`src/pvg_defs.vh`:
```
// constants for the input-threshold, phase-position and current-gain command block
`ifndef PVG_DEFS_VH
`define PVG_DEFS_VH
// command codes
`define PVG_CMD_VIN_ON 8'h35
`define PVG_CMD_INPUT_TURN_OFF_THRESHOLD 8'h36
`define PVG_CMD_PHASE 8'h37
`define PVG_CMD_GAIN 8'h38
// linear word fields
`define PVG_EXP_HI 15
`define PVG_EXP_LO 11
`define PVG_MAN_HI 10
`define PVG_MAN_LO 0
// phase word fields
`define PVG_GRP_HI 11
`define PVG_GRP_LO 8
`define PVG_CNT_HI 7
`define PVG_CNT_LO 4
`define PVG_POS_HI 3
`define PVG_POS_LO 0
// reset values
`define PVG_THR_EXP_RST 5'h1E
`define PVG_ON_MAN_RST 11'h028
`define PVG_OFF_MAN_RST 11'h024
`define PVG_GAIN_EXP_RST 5'h19
`define PVG_GAIN_MAN_RST 11'h080
`define PVG_PHASE_RST 16'h0010
// threshold hardware levels in quarter volts
`define PVG_ON_MIN_QV 16'h000A
`define PVG_OFF_MIN_QV 16'h0009
`define PVG_THR_MAX_QV 16'h003F
// scale biases: quarter volts, sixty-fourths, 1/2048 units
`define PVG_QV_BIAS 6'h02
`define PVG_G64_BIAS 6'h06
`define PVG_G2K_BIAS 6'h0B
`define PVG_GAIN64_MAX 16'h007F
`define PVG_G2K_FRAC 11
// phase step per position, degrees
`define PVG_DEG_STEP1 9'h000
`define PVG_DEG_STEP2 9'h0B4
`define PVG_DEG_STEP3 9'h078
`define PVG_DEG_STEP4 9'h05A
`endif

```
`src/pvg_cmd_regs.v`:
```
// threshold, phase-position and current-gain command registers of the converter's pmbus side
// How it works
// RULE1 - turn-on threshold held, linear, fixed exponent
// RULE2 - thresholds round down, applied and restored
// RULE3 - turn-on levels 2.50 to 15.75 V
// RULE4 - undervoltage fault masked until first turn-on
// RULE5 - only power-on reset rearms that masking
// RULE6 - turn-off threshold at code 36h, word access
// RULE7 - enabled but below turn-off sets status
// RULE8 - turn-off word: exponent reset, nvm mantissa
// RULE9 - turn-off levels 2.25 to 15.75 V
// RULE10 - out-of-range writes flagged as invalid data
// RULE11 - host keeps turn-off below turn-on
// RULE12 - phase word top nibble reads zero
// RULE13 - group, count 1-4, position below count
// RULE14 - delay is 360 over count times position
// RULE15 - phase word writable only single-phase
// RULE16 - writability latched once after power-on
// RULE17 - gain at 38h scales reported current, default 1
// RULE18 - gain word: exponent reset 11001b, nvm mantissa
// RULE19 - gain change rescales overcurrent limits
// RULE20 - running gain kept at full resolution (a store rounds the running gain itself to 1/64)
// RULE21 - store, restore, power cycle round to 1/64
// RULE22 - one threshold mantissa step is quarter volt
`timescale 1ns/1ps
`include "pvg_defs.vh"
module pvg_cmd_regs (
    // clock and reset
    input wire sys_clk,
    input wire srst,
    // command port from the pmbus engine
    input wire [7:0] cmd_code,
    input wire cmd_wr,
    input wire [15:0] cmd_wr_data,
    input wire cmd_rd,
    output reg [15:0] cmd_rd_data,
    output reg cmd_rd_valid,
    output reg invalid_data,
    output reg write_denied,
    // nvm transfer
    input wire nvm_restore,
    input wire nvm_store,
    input wire [15:0] nvm_vin_on,
    input wire [15:0] nvm_input_turn_off_threshold,
    input wire [15:0] nvm_phase,
    input wire [15:0] nvm_gain,
    // stack strap and analogue side
    input wire stack_multi,
    input wire [7:0] power_input_voltage,
    input wire conv_enable_ok,
    input wire clear_status,
    input wire [15:0] iout_sensed,
    input wire [15:0] oc_fault_limit_raw,
    input wire [15:0] oc_warn_limit_raw,
    // hardware settings and status
    output reg [5:0] turn_on_level,
    output reg [5:0] turn_off_level,
    output reg [8:0] phase_delay_deg,
    output reg [15:0] iout_reported,
    output reg [15:0] oc_fault_limit_eff,
    output reg [15:0] oc_warn_limit_eff,
    output reg input_undervoltage_fault,
    output reg uv_mask_released,
    output reg off_low_input,
    output reg phase_write_locked
);

    // linear value times 2^(exp+bias), saturated; rnd adds half an lsb before a right shift
    // a negative mantissa gives zero, which the threshold lower limits reject but the gain cap and the nvm rounding let through;
    // shifts that would leave the 16-bit result saturate rather than wrap,
    // and right shifts past the word give zero instead of a stale remainder
    function [15:0] lin_scale;
        input [4:0] e;
        input [10:0] m;
        input [5:0] bias;
        input rnd;
        reg signed [7:0] sh;
        reg [31:0] acc;
        begin
            sh = {{3{e[4]}}, e} + {2'b00, bias};
            acc = 32'h0;
            if (m[10]) begin
                acc = 32'h0;
            end else if (sh >= 8'sd16) begin
                acc = 32'h0000FFFF;
            end else if (sh >= 8'sd0) begin
                acc = {21'h0, m} << sh[3:0];
            end else begin
                acc = {21'h0, m};
                if (rnd && (sh >= -8'sd16)) begin
                    acc = acc + (32'h1 << (-sh - 8'sd1));
                end
                acc = (sh < -8'sd16) ? 32'h0 : (acc >> (-sh));
            end
            lin_scale = (acc > 32'h0000FFFF) ? 16'hFFFF : acc[15:0];
        end
    endfunction

    // product shifted back to 1x and saturated
    // the product is formed at 32 bits so a full-scale input times a gain
    // near two cannot overflow before the shift brings it back down
    function [15:0] gain_mul;
        input [15:0] a;
        input [15:0] g;
        reg [31:0] p;
        begin
            p = (a * g) >> `PVG_G2K_FRAC;
            gain_mul = (p > 32'h0000FFFF) ? 16'hFFFF : p[15:0];
        end
    endfunction

    // gain rounded to sixty-fourths, capped, stored with the reset exponent
    // halves round up; the cap keeps the word inside what the nvm can hold,
    // and the mantissa is doubled because the reset exponent counts 1/128
    function [15:0] gain_round;
        input [15:0] w;
        reg [15:0] g64;
        begin
            g64 = lin_scale(w[`PVG_EXP_HI:`PVG_EXP_LO], w[`PVG_MAN_HI:`PVG_MAN_LO], `PVG_G64_BIAS, 1'b1);
            if (g64 > `PVG_GAIN64_MAX) begin
                g64 = `PVG_GAIN64_MAX; // RULE21
            end
            gain_round = {`PVG_GAIN_EXP_RST, g64[9:0], 1'b0}; // RULE21
        end
    endfunction

    // threshold rounded down to whole quarter volts, stored with the fixed exponent
    // the floor comes from the truncating right shift; values under the lower
    // limit are kept as they are and only the top end saturates
    function [15:0] thr_round;
        input [15:0] w;
        reg [15:0] q;
        begin
            q = lin_scale(w[`PVG_EXP_HI:`PVG_EXP_LO], w[`PVG_MAN_HI:`PVG_MAN_LO], `PVG_QV_BIAS, 1'b0);
            if (q > `PVG_THR_MAX_QV) begin
                q = `PVG_THR_MAX_QV;
            end
            thr_round = {`PVG_THR_EXP_RST, q[10:0]}; // RULE2
        end
    endfunction

    reg [15:0] vin_on_ff;
    reg [15:0] input_turn_off_threshold_ff;
    reg [15:0] phase_ff;
    reg [15:0] gain_ff;
    reg strap_taken_ff;
    reg [15:0] nxt_vin_on;
    reg [15:0] nxt_input_turn_off_threshold;
    reg [15:0] nxt_phase;
    reg [15:0] nxt_gain;
    reg nxt_invalid;
    reg nxt_denied;

    // decoded values of the incoming write word
    // the checks floor first, so a finer value inside the range is accepted
    // and only the hardware level is coarser than what the host wrote
    wire [4:0] wr_exp = cmd_wr_data[`PVG_EXP_HI:`PVG_EXP_LO];
    wire [10:0] wr_man = cmd_wr_data[`PVG_MAN_HI:`PVG_MAN_LO];
    wire [15:0] wr_qv = lin_scale(wr_exp, wr_man, `PVG_QV_BIAS, 1'b0); // RULE22
    wire [15:0] wr_g64 = lin_scale(wr_exp, wr_man, `PVG_G64_BIAS, 1'b0);
    wire [3:0] wr_cnt = cmd_wr_data[`PVG_CNT_HI:`PVG_CNT_LO];
    wire [3:0] wr_pos = cmd_wr_data[`PVG_POS_HI:`PVG_POS_LO];
    wire on_ok = !wr_man[10] && (wr_qv >= `PVG_ON_MIN_QV) && (wr_qv <= `PVG_THR_MAX_QV); // RULE3
    wire off_ok = !wr_man[10] && (wr_qv >= `PVG_OFF_MIN_QV) && (wr_qv <= `PVG_THR_MAX_QV); // RULE9
    wire phase_ok = (wr_cnt >= 4'h1) && (wr_cnt <= 4'h4) && (wr_pos < wr_cnt); // RULE13
    wire gain_ok = !wr_man[10] && (wr_man != 11'h000) && (wr_g64 <= `PVG_GAIN64_MAX);

    // current hardware levels and gain in 1/2048 units
    // the stored words read back exactly as written, while the levels and the
    // gain multiplier below are always derived from them afresh
    wire [15:0] on_qv = lin_scale(vin_on_ff[`PVG_EXP_HI:`PVG_EXP_LO], vin_on_ff[`PVG_MAN_HI:`PVG_MAN_LO],
                                  `PVG_QV_BIAS, 1'b0);
    wire [15:0] off_qv = lin_scale(input_turn_off_threshold_ff[`PVG_EXP_HI:`PVG_EXP_LO], input_turn_off_threshold_ff[`PVG_MAN_HI:`PVG_MAN_LO],
                                   `PVG_QV_BIAS, 1'b0);
    wire [15:0] gain_2k = lin_scale(gain_ff[`PVG_EXP_HI:`PVG_EXP_LO], gain_ff[`PVG_MAN_HI:`PVG_MAN_LO],
                                    `PVG_G2K_BIAS, 1'b0); // RULE20
    wire below_off = {8'h00, power_input_voltage} < off_qv;
    wire above_on = {8'h00, power_input_voltage} > on_qv;

    // next register contents from writes and nvm transfers
    // restore wins over store and store over a host write; a write that lands
    // in the same cycle as either is dropped without a flag, so the nvm
    // engine must keep the command port quiet while it runs
    always @* begin
        nxt_vin_on = vin_on_ff;
        nxt_input_turn_off_threshold = input_turn_off_threshold_ff;
        nxt_phase = phase_ff;
        nxt_gain = gain_ff;
        nxt_invalid = 1'b0;
        nxt_denied = 1'b0;
        if (nvm_restore) begin
            nxt_vin_on = thr_round(nvm_vin_on); // RULE2
            nxt_input_turn_off_threshold = thr_round(nvm_input_turn_off_threshold); // RULE2
            nxt_phase = {4'h0, nvm_phase[11:0]};
            nxt_gain = gain_round(nvm_gain); // RULE21
        end else if (nvm_store) begin
            nxt_gain = gain_round(gain_ff); // RULE21
        end else if (cmd_wr) begin
            case (cmd_code)
                `PVG_CMD_VIN_ON: begin
                    if (on_ok) begin
                        nxt_vin_on = cmd_wr_data; // RULE1
                    end else begin
                        nxt_invalid = 1'b1; // RULE10
                    end
                end
                `PVG_CMD_INPUT_TURN_OFF_THRESHOLD: begin
                    if (off_ok) begin
                        nxt_input_turn_off_threshold = cmd_wr_data; // RULE6
                    end else begin
                        nxt_invalid = 1'b1; // RULE10
                    end
                end
                `PVG_CMD_PHASE: begin
                    if (phase_write_locked) begin
                        nxt_denied = 1'b1; // RULE15
                    end else if (phase_ok) begin
                        nxt_phase = {4'h0, cmd_wr_data[11:0]}; // RULE12
                    end else begin
                        nxt_invalid = 1'b1; // RULE10
                    end
                end
                `PVG_CMD_GAIN: begin
                    if (gain_ok) begin
                        nxt_gain = cmd_wr_data; // RULE20
                    end else begin
                        nxt_invalid = 1'b1; // RULE10
                    end
                end
                default: begin
                    nxt_invalid = 1'b0;
                end
            endcase
        end
    end

    // register storage, reset to power-on values
    // the reset mantissas stand in for nvm contents until the first restore
    always @(posedge sys_clk) begin
        if (srst) begin
            vin_on_ff <= {`PVG_THR_EXP_RST, `PVG_ON_MAN_RST}; // RULE1
            input_turn_off_threshold_ff <= {`PVG_THR_EXP_RST, `PVG_OFF_MAN_RST}; // RULE8
            phase_ff <= `PVG_PHASE_RST;
            gain_ff <= {`PVG_GAIN_EXP_RST, `PVG_GAIN_MAN_RST}; // RULE18
            invalid_data <= 1'b0;
            write_denied <= 1'b0;
        end else begin
            vin_on_ff <= nxt_vin_on;
            input_turn_off_threshold_ff <= nxt_input_turn_off_threshold;
            phase_ff <= nxt_phase;
            gain_ff <= nxt_gain;
            invalid_data <= nxt_invalid;
            write_denied <= nxt_denied;
        end
    end

    // stack strap caught once on the first edge after reset release
    // later changes of the strap are ignored until the next reset, so a stack
    // can never be misaligned by a stray write to the phase word after that first edge
    always @(posedge sys_clk) begin
        if (srst) begin
            strap_taken_ff <= 1'b0;
            phase_write_locked <= 1'b0;
        end else if (!strap_taken_ff) begin
            strap_taken_ff <= 1'b1;
            phase_write_locked <= stack_multi; // RULE16
        end
    end

    // read answer one cycle after the strobe
    // the data holds until the next read, so a slow host may sample it late
    always @(posedge sys_clk) begin
        if (srst) begin
            cmd_rd_data <= 16'h0000;
            cmd_rd_valid <= 1'b0;
        end else begin
            cmd_rd_valid <= cmd_rd;
            if (cmd_rd) begin
                case (cmd_code)
                    `PVG_CMD_VIN_ON: cmd_rd_data <= vin_on_ff;
                    `PVG_CMD_INPUT_TURN_OFF_THRESHOLD: cmd_rd_data <= input_turn_off_threshold_ff;
                    `PVG_CMD_PHASE: cmd_rd_data <= {4'h0, phase_ff[11:0]}; // RULE12
                    `PVG_CMD_GAIN: cmd_rd_data <= gain_ff;
                    default: cmd_rd_data <= 16'h0000;
                endcase
            end
        end
    end

    // undervoltage masking, released once, rearmed only by reset
    // enable toggles and nvm transfers do not touch the mask; the fault uses
    // the registered mask, so it can first assert one cycle after release
    always @(posedge sys_clk) begin
        if (srst) begin
            uv_mask_released <= 1'b0;
            input_undervoltage_fault <= 1'b0;
        end else begin
            if (above_on) begin
                uv_mask_released <= 1'b1; // RULE4 RULE5
            end
            input_undervoltage_fault <= uv_mask_released && below_off; // RULE4
        end
    end

    // sticky low-input shutdown status; a new event wins over the clear
    // the event is tested first so a clear in the same cycle cannot hide it
    always @(posedge sys_clk) begin
        if (srst) begin
            off_low_input <= 1'b0;
        end else if (conv_enable_ok && below_off) begin
            off_low_input <= 1'b1; // RULE7
        end else if (clear_status) begin
            off_low_input <= 1'b0;
        end
    end

    // hardware threshold levels, phase delay and gain-scaled outputs
    // these trail the stored words by one cycle, so the host sees a new level
    // two cycles after its write; unsupported counts give no delay
    always @(posedge sys_clk) begin
        if (srst) begin
            turn_on_level <= 6'h00;
            turn_off_level <= 6'h00;
            phase_delay_deg <= 9'h000;
            iout_reported <= 16'h0000;
            oc_fault_limit_eff <= 16'h0000;
            oc_warn_limit_eff <= 16'h0000;
        end else begin
            turn_on_level <= on_qv[5:0]; // RULE2 RULE3
            turn_off_level <= off_qv[5:0]; // RULE2 RULE9
            case (phase_ff[`PVG_CNT_HI:`PVG_CNT_LO])
                4'h2: phase_delay_deg <= `PVG_DEG_STEP2 * {5'h00, phase_ff[3:0]}; // RULE14
                4'h3: phase_delay_deg <= `PVG_DEG_STEP3 * {5'h00, phase_ff[3:0]}; // RULE14
                4'h4: phase_delay_deg <= `PVG_DEG_STEP4 * {5'h00, phase_ff[3:0]}; // RULE14
                default: phase_delay_deg <= `PVG_DEG_STEP1;
            endcase
            iout_reported <= gain_mul(iout_sensed, gain_2k); // RULE17
            oc_fault_limit_eff <= gain_mul(oc_fault_limit_raw, gain_2k); // RULE19
            oc_warn_limit_eff <= gain_mul(oc_warn_limit_raw, gain_2k); // RULE19
        end
    end

endmodule // pvg_cmd_regs

```
`config.mk`:
```
export PLATFORM = sky130hd
export DESIGN_NAME = pvg_cmd_regs
export DESIGN_NICKNAME = d
export VERILOG_FILES = /design/src/pvg_cmd_regs.v
export VERILOG_INCLUDE_DIRS = /design/src /design/src/src
export SDC_FILE = /design/constraint.sdc
export NUM_CORES = 2
export LEC_CHECK = 0
export ABC_CLOCK_PERIOD_IN_PS = 11630
export BUFFER_PORTS_ARGS = -buffer_cell sky130_fd_sc_hd__clkbuf_2
export CAP_MARGIN = 10
export CORE_ASPECT_RATIO = 1.25
export CORE_MARGIN = 1
export CORE_UTILIZATION = 50
export DETAILED_ROUTE_END_ITERATION = 10
export GPL_TIMING_DRIVEN = 0
export PLACE_DENSITY = 0.65
export SETUP_SLACK_MARGIN = 0.4
export SLEW_MARGIN = 25
export SYNTH_ARGS = -nofsm -noshare
export SYNTH_HDL_FRONTEND = slang
export SYNTH_SLANG_ARGS = --single-unit
export TNS_END_PERCENT = 100
```
`constraint.sdc`:
```
create_clock -name sys_clk -period 11.63 [get_ports sys_clk]
set_input_delay 2.326 -clock sys_clk [delete_from_list [all_inputs] [get_ports sys_clk]]
set_output_delay 2.326 -clock sys_clk [all_outputs]
set_load 0.005 [all_outputs]
```
==> run metrics <==
vias=40200; grt total ovfl=0; clk buf depth=2; Total Wirelength=148000 um; Post-synth EDFFs=0; DP Cell Count=6737; post-synthesis xor/xnor area fraction=0.0289; worst clock skew=0.0252 ns; vias in the first global route=40400; max-cap check violation count=0; Row Count=119; crit path capture type=flop; fin crit period=10.98 ns; Detail Route Antenna Nets=0; Num CTS Buffers=17; Wirelength per Cell=21.7 um; post-synthesis mux area share=0.0608; Logic pwr share=0.634; Crit path arrival time=11.36 ns; crit path max fanout=11; setup ws final=0.654 ns; Post-Syn Area=0.0428 mm2; Area contributors post-synth=fa_1, ha_1, dfxtp_1; hold buffer count at CTS=0; reg2reg end=oc_warn_limit_eff[8]$_SDFF_PP0_; Area Overhead vs Synth=8.51%; via density per instance=5.92; Unique masters post-synth=99; FF-to-FF path depth=43; initial detailed-routing violation count=2941; post-place setup slack=-2.37 ns; Yosys reg bits=152; sequential-to-total area share from yosys stat=0.0711; Yosys top cell area share=0.274; Root Buffer=clkbuf_16; post-synthesis simple-gate area fraction=0.205; Final period util=0.944; final hold violations=0; DRC viols=0; endpoints failing setup=0; most used cell along the critical path=fa_1; class of the most critical setup path=reg -> reg; Die Ht=329 um; starting density of the core=0.506; H-tree Lvls=4; Static Leak=0.0220 uW; fin nets=6810; Sw Pwr=1750 uW; Yosys top cell by area=fa_1; Worst Tran Pin Value=1.10 ns; Seq pwr share=0.180; Fin Hold WS=0.479 ns; HPWL Detailed=119000 um; top_reg_cell synth=dfxtp_1; relative slew slack=0.269; sw frac=0.493; worst skew pair latency=0.54 ns; layout cells sized above 1=0.0855; Max Slew Vio Count=0; first-pass GRT wire length=230000 um; Critical Path End=oc_warn_limit_eff[8]$_SDFF_PP0_; Die W=264 um; Final Non-Filler Cells=6791; first-pass detailed-route iteration total=7; pin count of the biggest net entering global routing=21; internal power=1800 uW; Post-Synth Adder-Cell Area=0.387; initial antenna violation count=9; register-to-register setup slack=0.65 ns; most frequent cell after synthesis=inv_1; Crit. Startpoint=gain_ff[11]$_SDFFE_PP1P_; I/O pins=245; clock power share=0.186; maximum VDD drop=93.7 uV; f_max=91.1 MHz; Crit-path slowest cell=fa_1; syn_nets=6542; WP data required=12.01 ns; status=finished clean; RSZ-0062 raised after global routing=true; Pwr Density=76.5 mW/mm2; CP peak stage delay=0.57 ns; die area=0.0868 mm2; Synth Area per Inst=7.90 um2; CTS sink count=152; ys async rst share=0; Ys Warns=0; reg2reg start=gain_ff[11]$_SDFFE_PP1P_; main combinational cell family by area after synthesis=adder cells; cell count after synthesis=5417; Clock transition at path regs=0.10 ns; Hold Path Class=reg -> reg; hold path depth=2; area of the core=0.0846 mm2; total track usage=0.343; post-synthesis compound-gate area fraction=0.149; gpl congestion=0.965; TritonCTS clock tree=yes; Port-buffer cells=228; Synth top cells by count=inv_1, nand2_1, fa_1; Worst setup SP type=flop
per-layer routing:
metal,vias up,global-route usage,wire (um)
met5,-,0,82
met4,12,0.215,10200
met3,486,0.0438,9140
met2,1717,0.605,72800
met1,19700,0.395,55300
li1,18300,-,-
through the flow:
step	instance area [um2]	total power, uW	TNS (ns)	util
3_5_place_dp	45400	2880	-74.66	0.536
2_1_floorplan	42800	2230	0	-
3_3_place_gp	45300	2850	-72.12	0.536
6_report	46400	3550	0	0.549
4_1_cts	46300	3550	0	0.547
5_1_grt	46400	3880	0	0.549
flip-flops by register name, indices dropped and copies added, names as in the netlist, 6 cells and up:
name,cells
vin_on_ff,16
oc_warn_limit_eff,16
phase_delay_deg,8
cmd_rd_data,16
turn_on_level,6
phase_ff,12
turn_off_level,6
gain_ff,16
oc_fault_limit_eff,16
input_turn_off_threshold_ff,16
iout_reported,16
timing repair:
item,CTS,global route
cloned,1,0
gates resized for setup,84,51
setup buffers,12,5
pin swaps,5,5
setup endpoints to repair,48,48
endpoints found under the hold margin,0,0
logic make-up after synthesis:
logic type / Yosys count
AOI/OAI and AO/OA: 1001
buffers and inverters: 1109
adders and majority gates: 972
other: 1
and+or+nand+nor: 1823
DFF: 152
xor gates and xnor gates: 138
muxes: 221
layout make-up:
type	instances	area, um2
tap	1089	1360
timing repair buffer	249	1310
buffer	343	1530
sequential	152	3050
inverter	766	2880
multi-input combinational	4156	35700
fill	8165	38100
clock inverter	15	199
clock buffer	17	425
antenna	4	10.0
worst min path at each step:
stage / startpoint / end / slack [ns]
2_1_floorplan: strap_taken_ff$_DFF_P_ / phase_write_locked$_SDFFE_PP0N_ / 0.47
3_3_place_gp: cmd_rd_data[11]$_SDFFE_PP0P_ / cmd_rd_data[11]$_SDFFE_PP0P_ / 0.47
3_5_place_dp: cmd_rd_data[2]$_SDFFE_PP0P_ / cmd_rd_data[2]$_SDFFE_PP0P_ / 0.47
4_1_cts: cmd_rd_data[5]$_SDFFE_PP0P_ / cmd_rd_data[5]$_SDFFE_PP0P_ / 0.48
5_1_grt: cmd_rd_data[2]$_SDFFE_PP0P_ / cmd_rd_data[2]$_SDFFE_PP0P_ / 0.50
6_report: cmd_rd_data[5]$_SDFFE_PP0P_ / cmd_rd_data[5]$_SDFFE_PP0P_ / 0.48
power by group through the flow:
stage               Clock, uW  Combinational [uW]  Sequential (uW)
detailed placement          0                2220              653
floorplan                   0                1580              651
global placement            0                2200              652
global route              680                2550              648
CTS                       662                2250              641
finish                    660                2250              641
layout by cell type (no fill, tap or decap), types with 16 or more instances in the layout:
cell,netlist,routed
mux2_2,52,52
clkbuf_16,0,17
a22oi_1,17,17
a211o_1,17,17
or3_1,19,19
nor2b_1,91,91
o21ai_0,206,196
xnor2_1,78,78
fa_1,586,586
buf_1,20,16
a221oi_1,26,26
and3_1,27,27
a31oi_1,54,53
nand3_1,83,83
dfxtp_1,152,151
a21o_1,50,50
mux2i_1,143,143
ha_1,386,386
a211oi_1,51,51
xor2_1,57,55
and2_1,342,342
nand2b_1,46,46
mux4_2,26,26
clkbuf_1,304,259
clkbuf_2,0,254
o21a_1,23,23
o31ai_1,20,20
nand4_1,24,24
a21oi_1,320,318
buf_4,6,25
nor2_1,324,320
nand2_1,713,713
inv_1,762,760
o211ai_1,51,51
o21bai_1,16,16
o22ai_1,22,22
nor3_1,76,76
worst max-delay path, delay by kind of cell (launching register included):
kind	cells	cell delay, ns
muxes	3	1.06
AOI/OAI and AO/OA	11	2.15
and+or+nand+nor	6	1.20
DFF	1	0.39
buffers and inverters	15	2.19
adders and majority gates	8	3.81
Power figures use the tool's default switching activity.
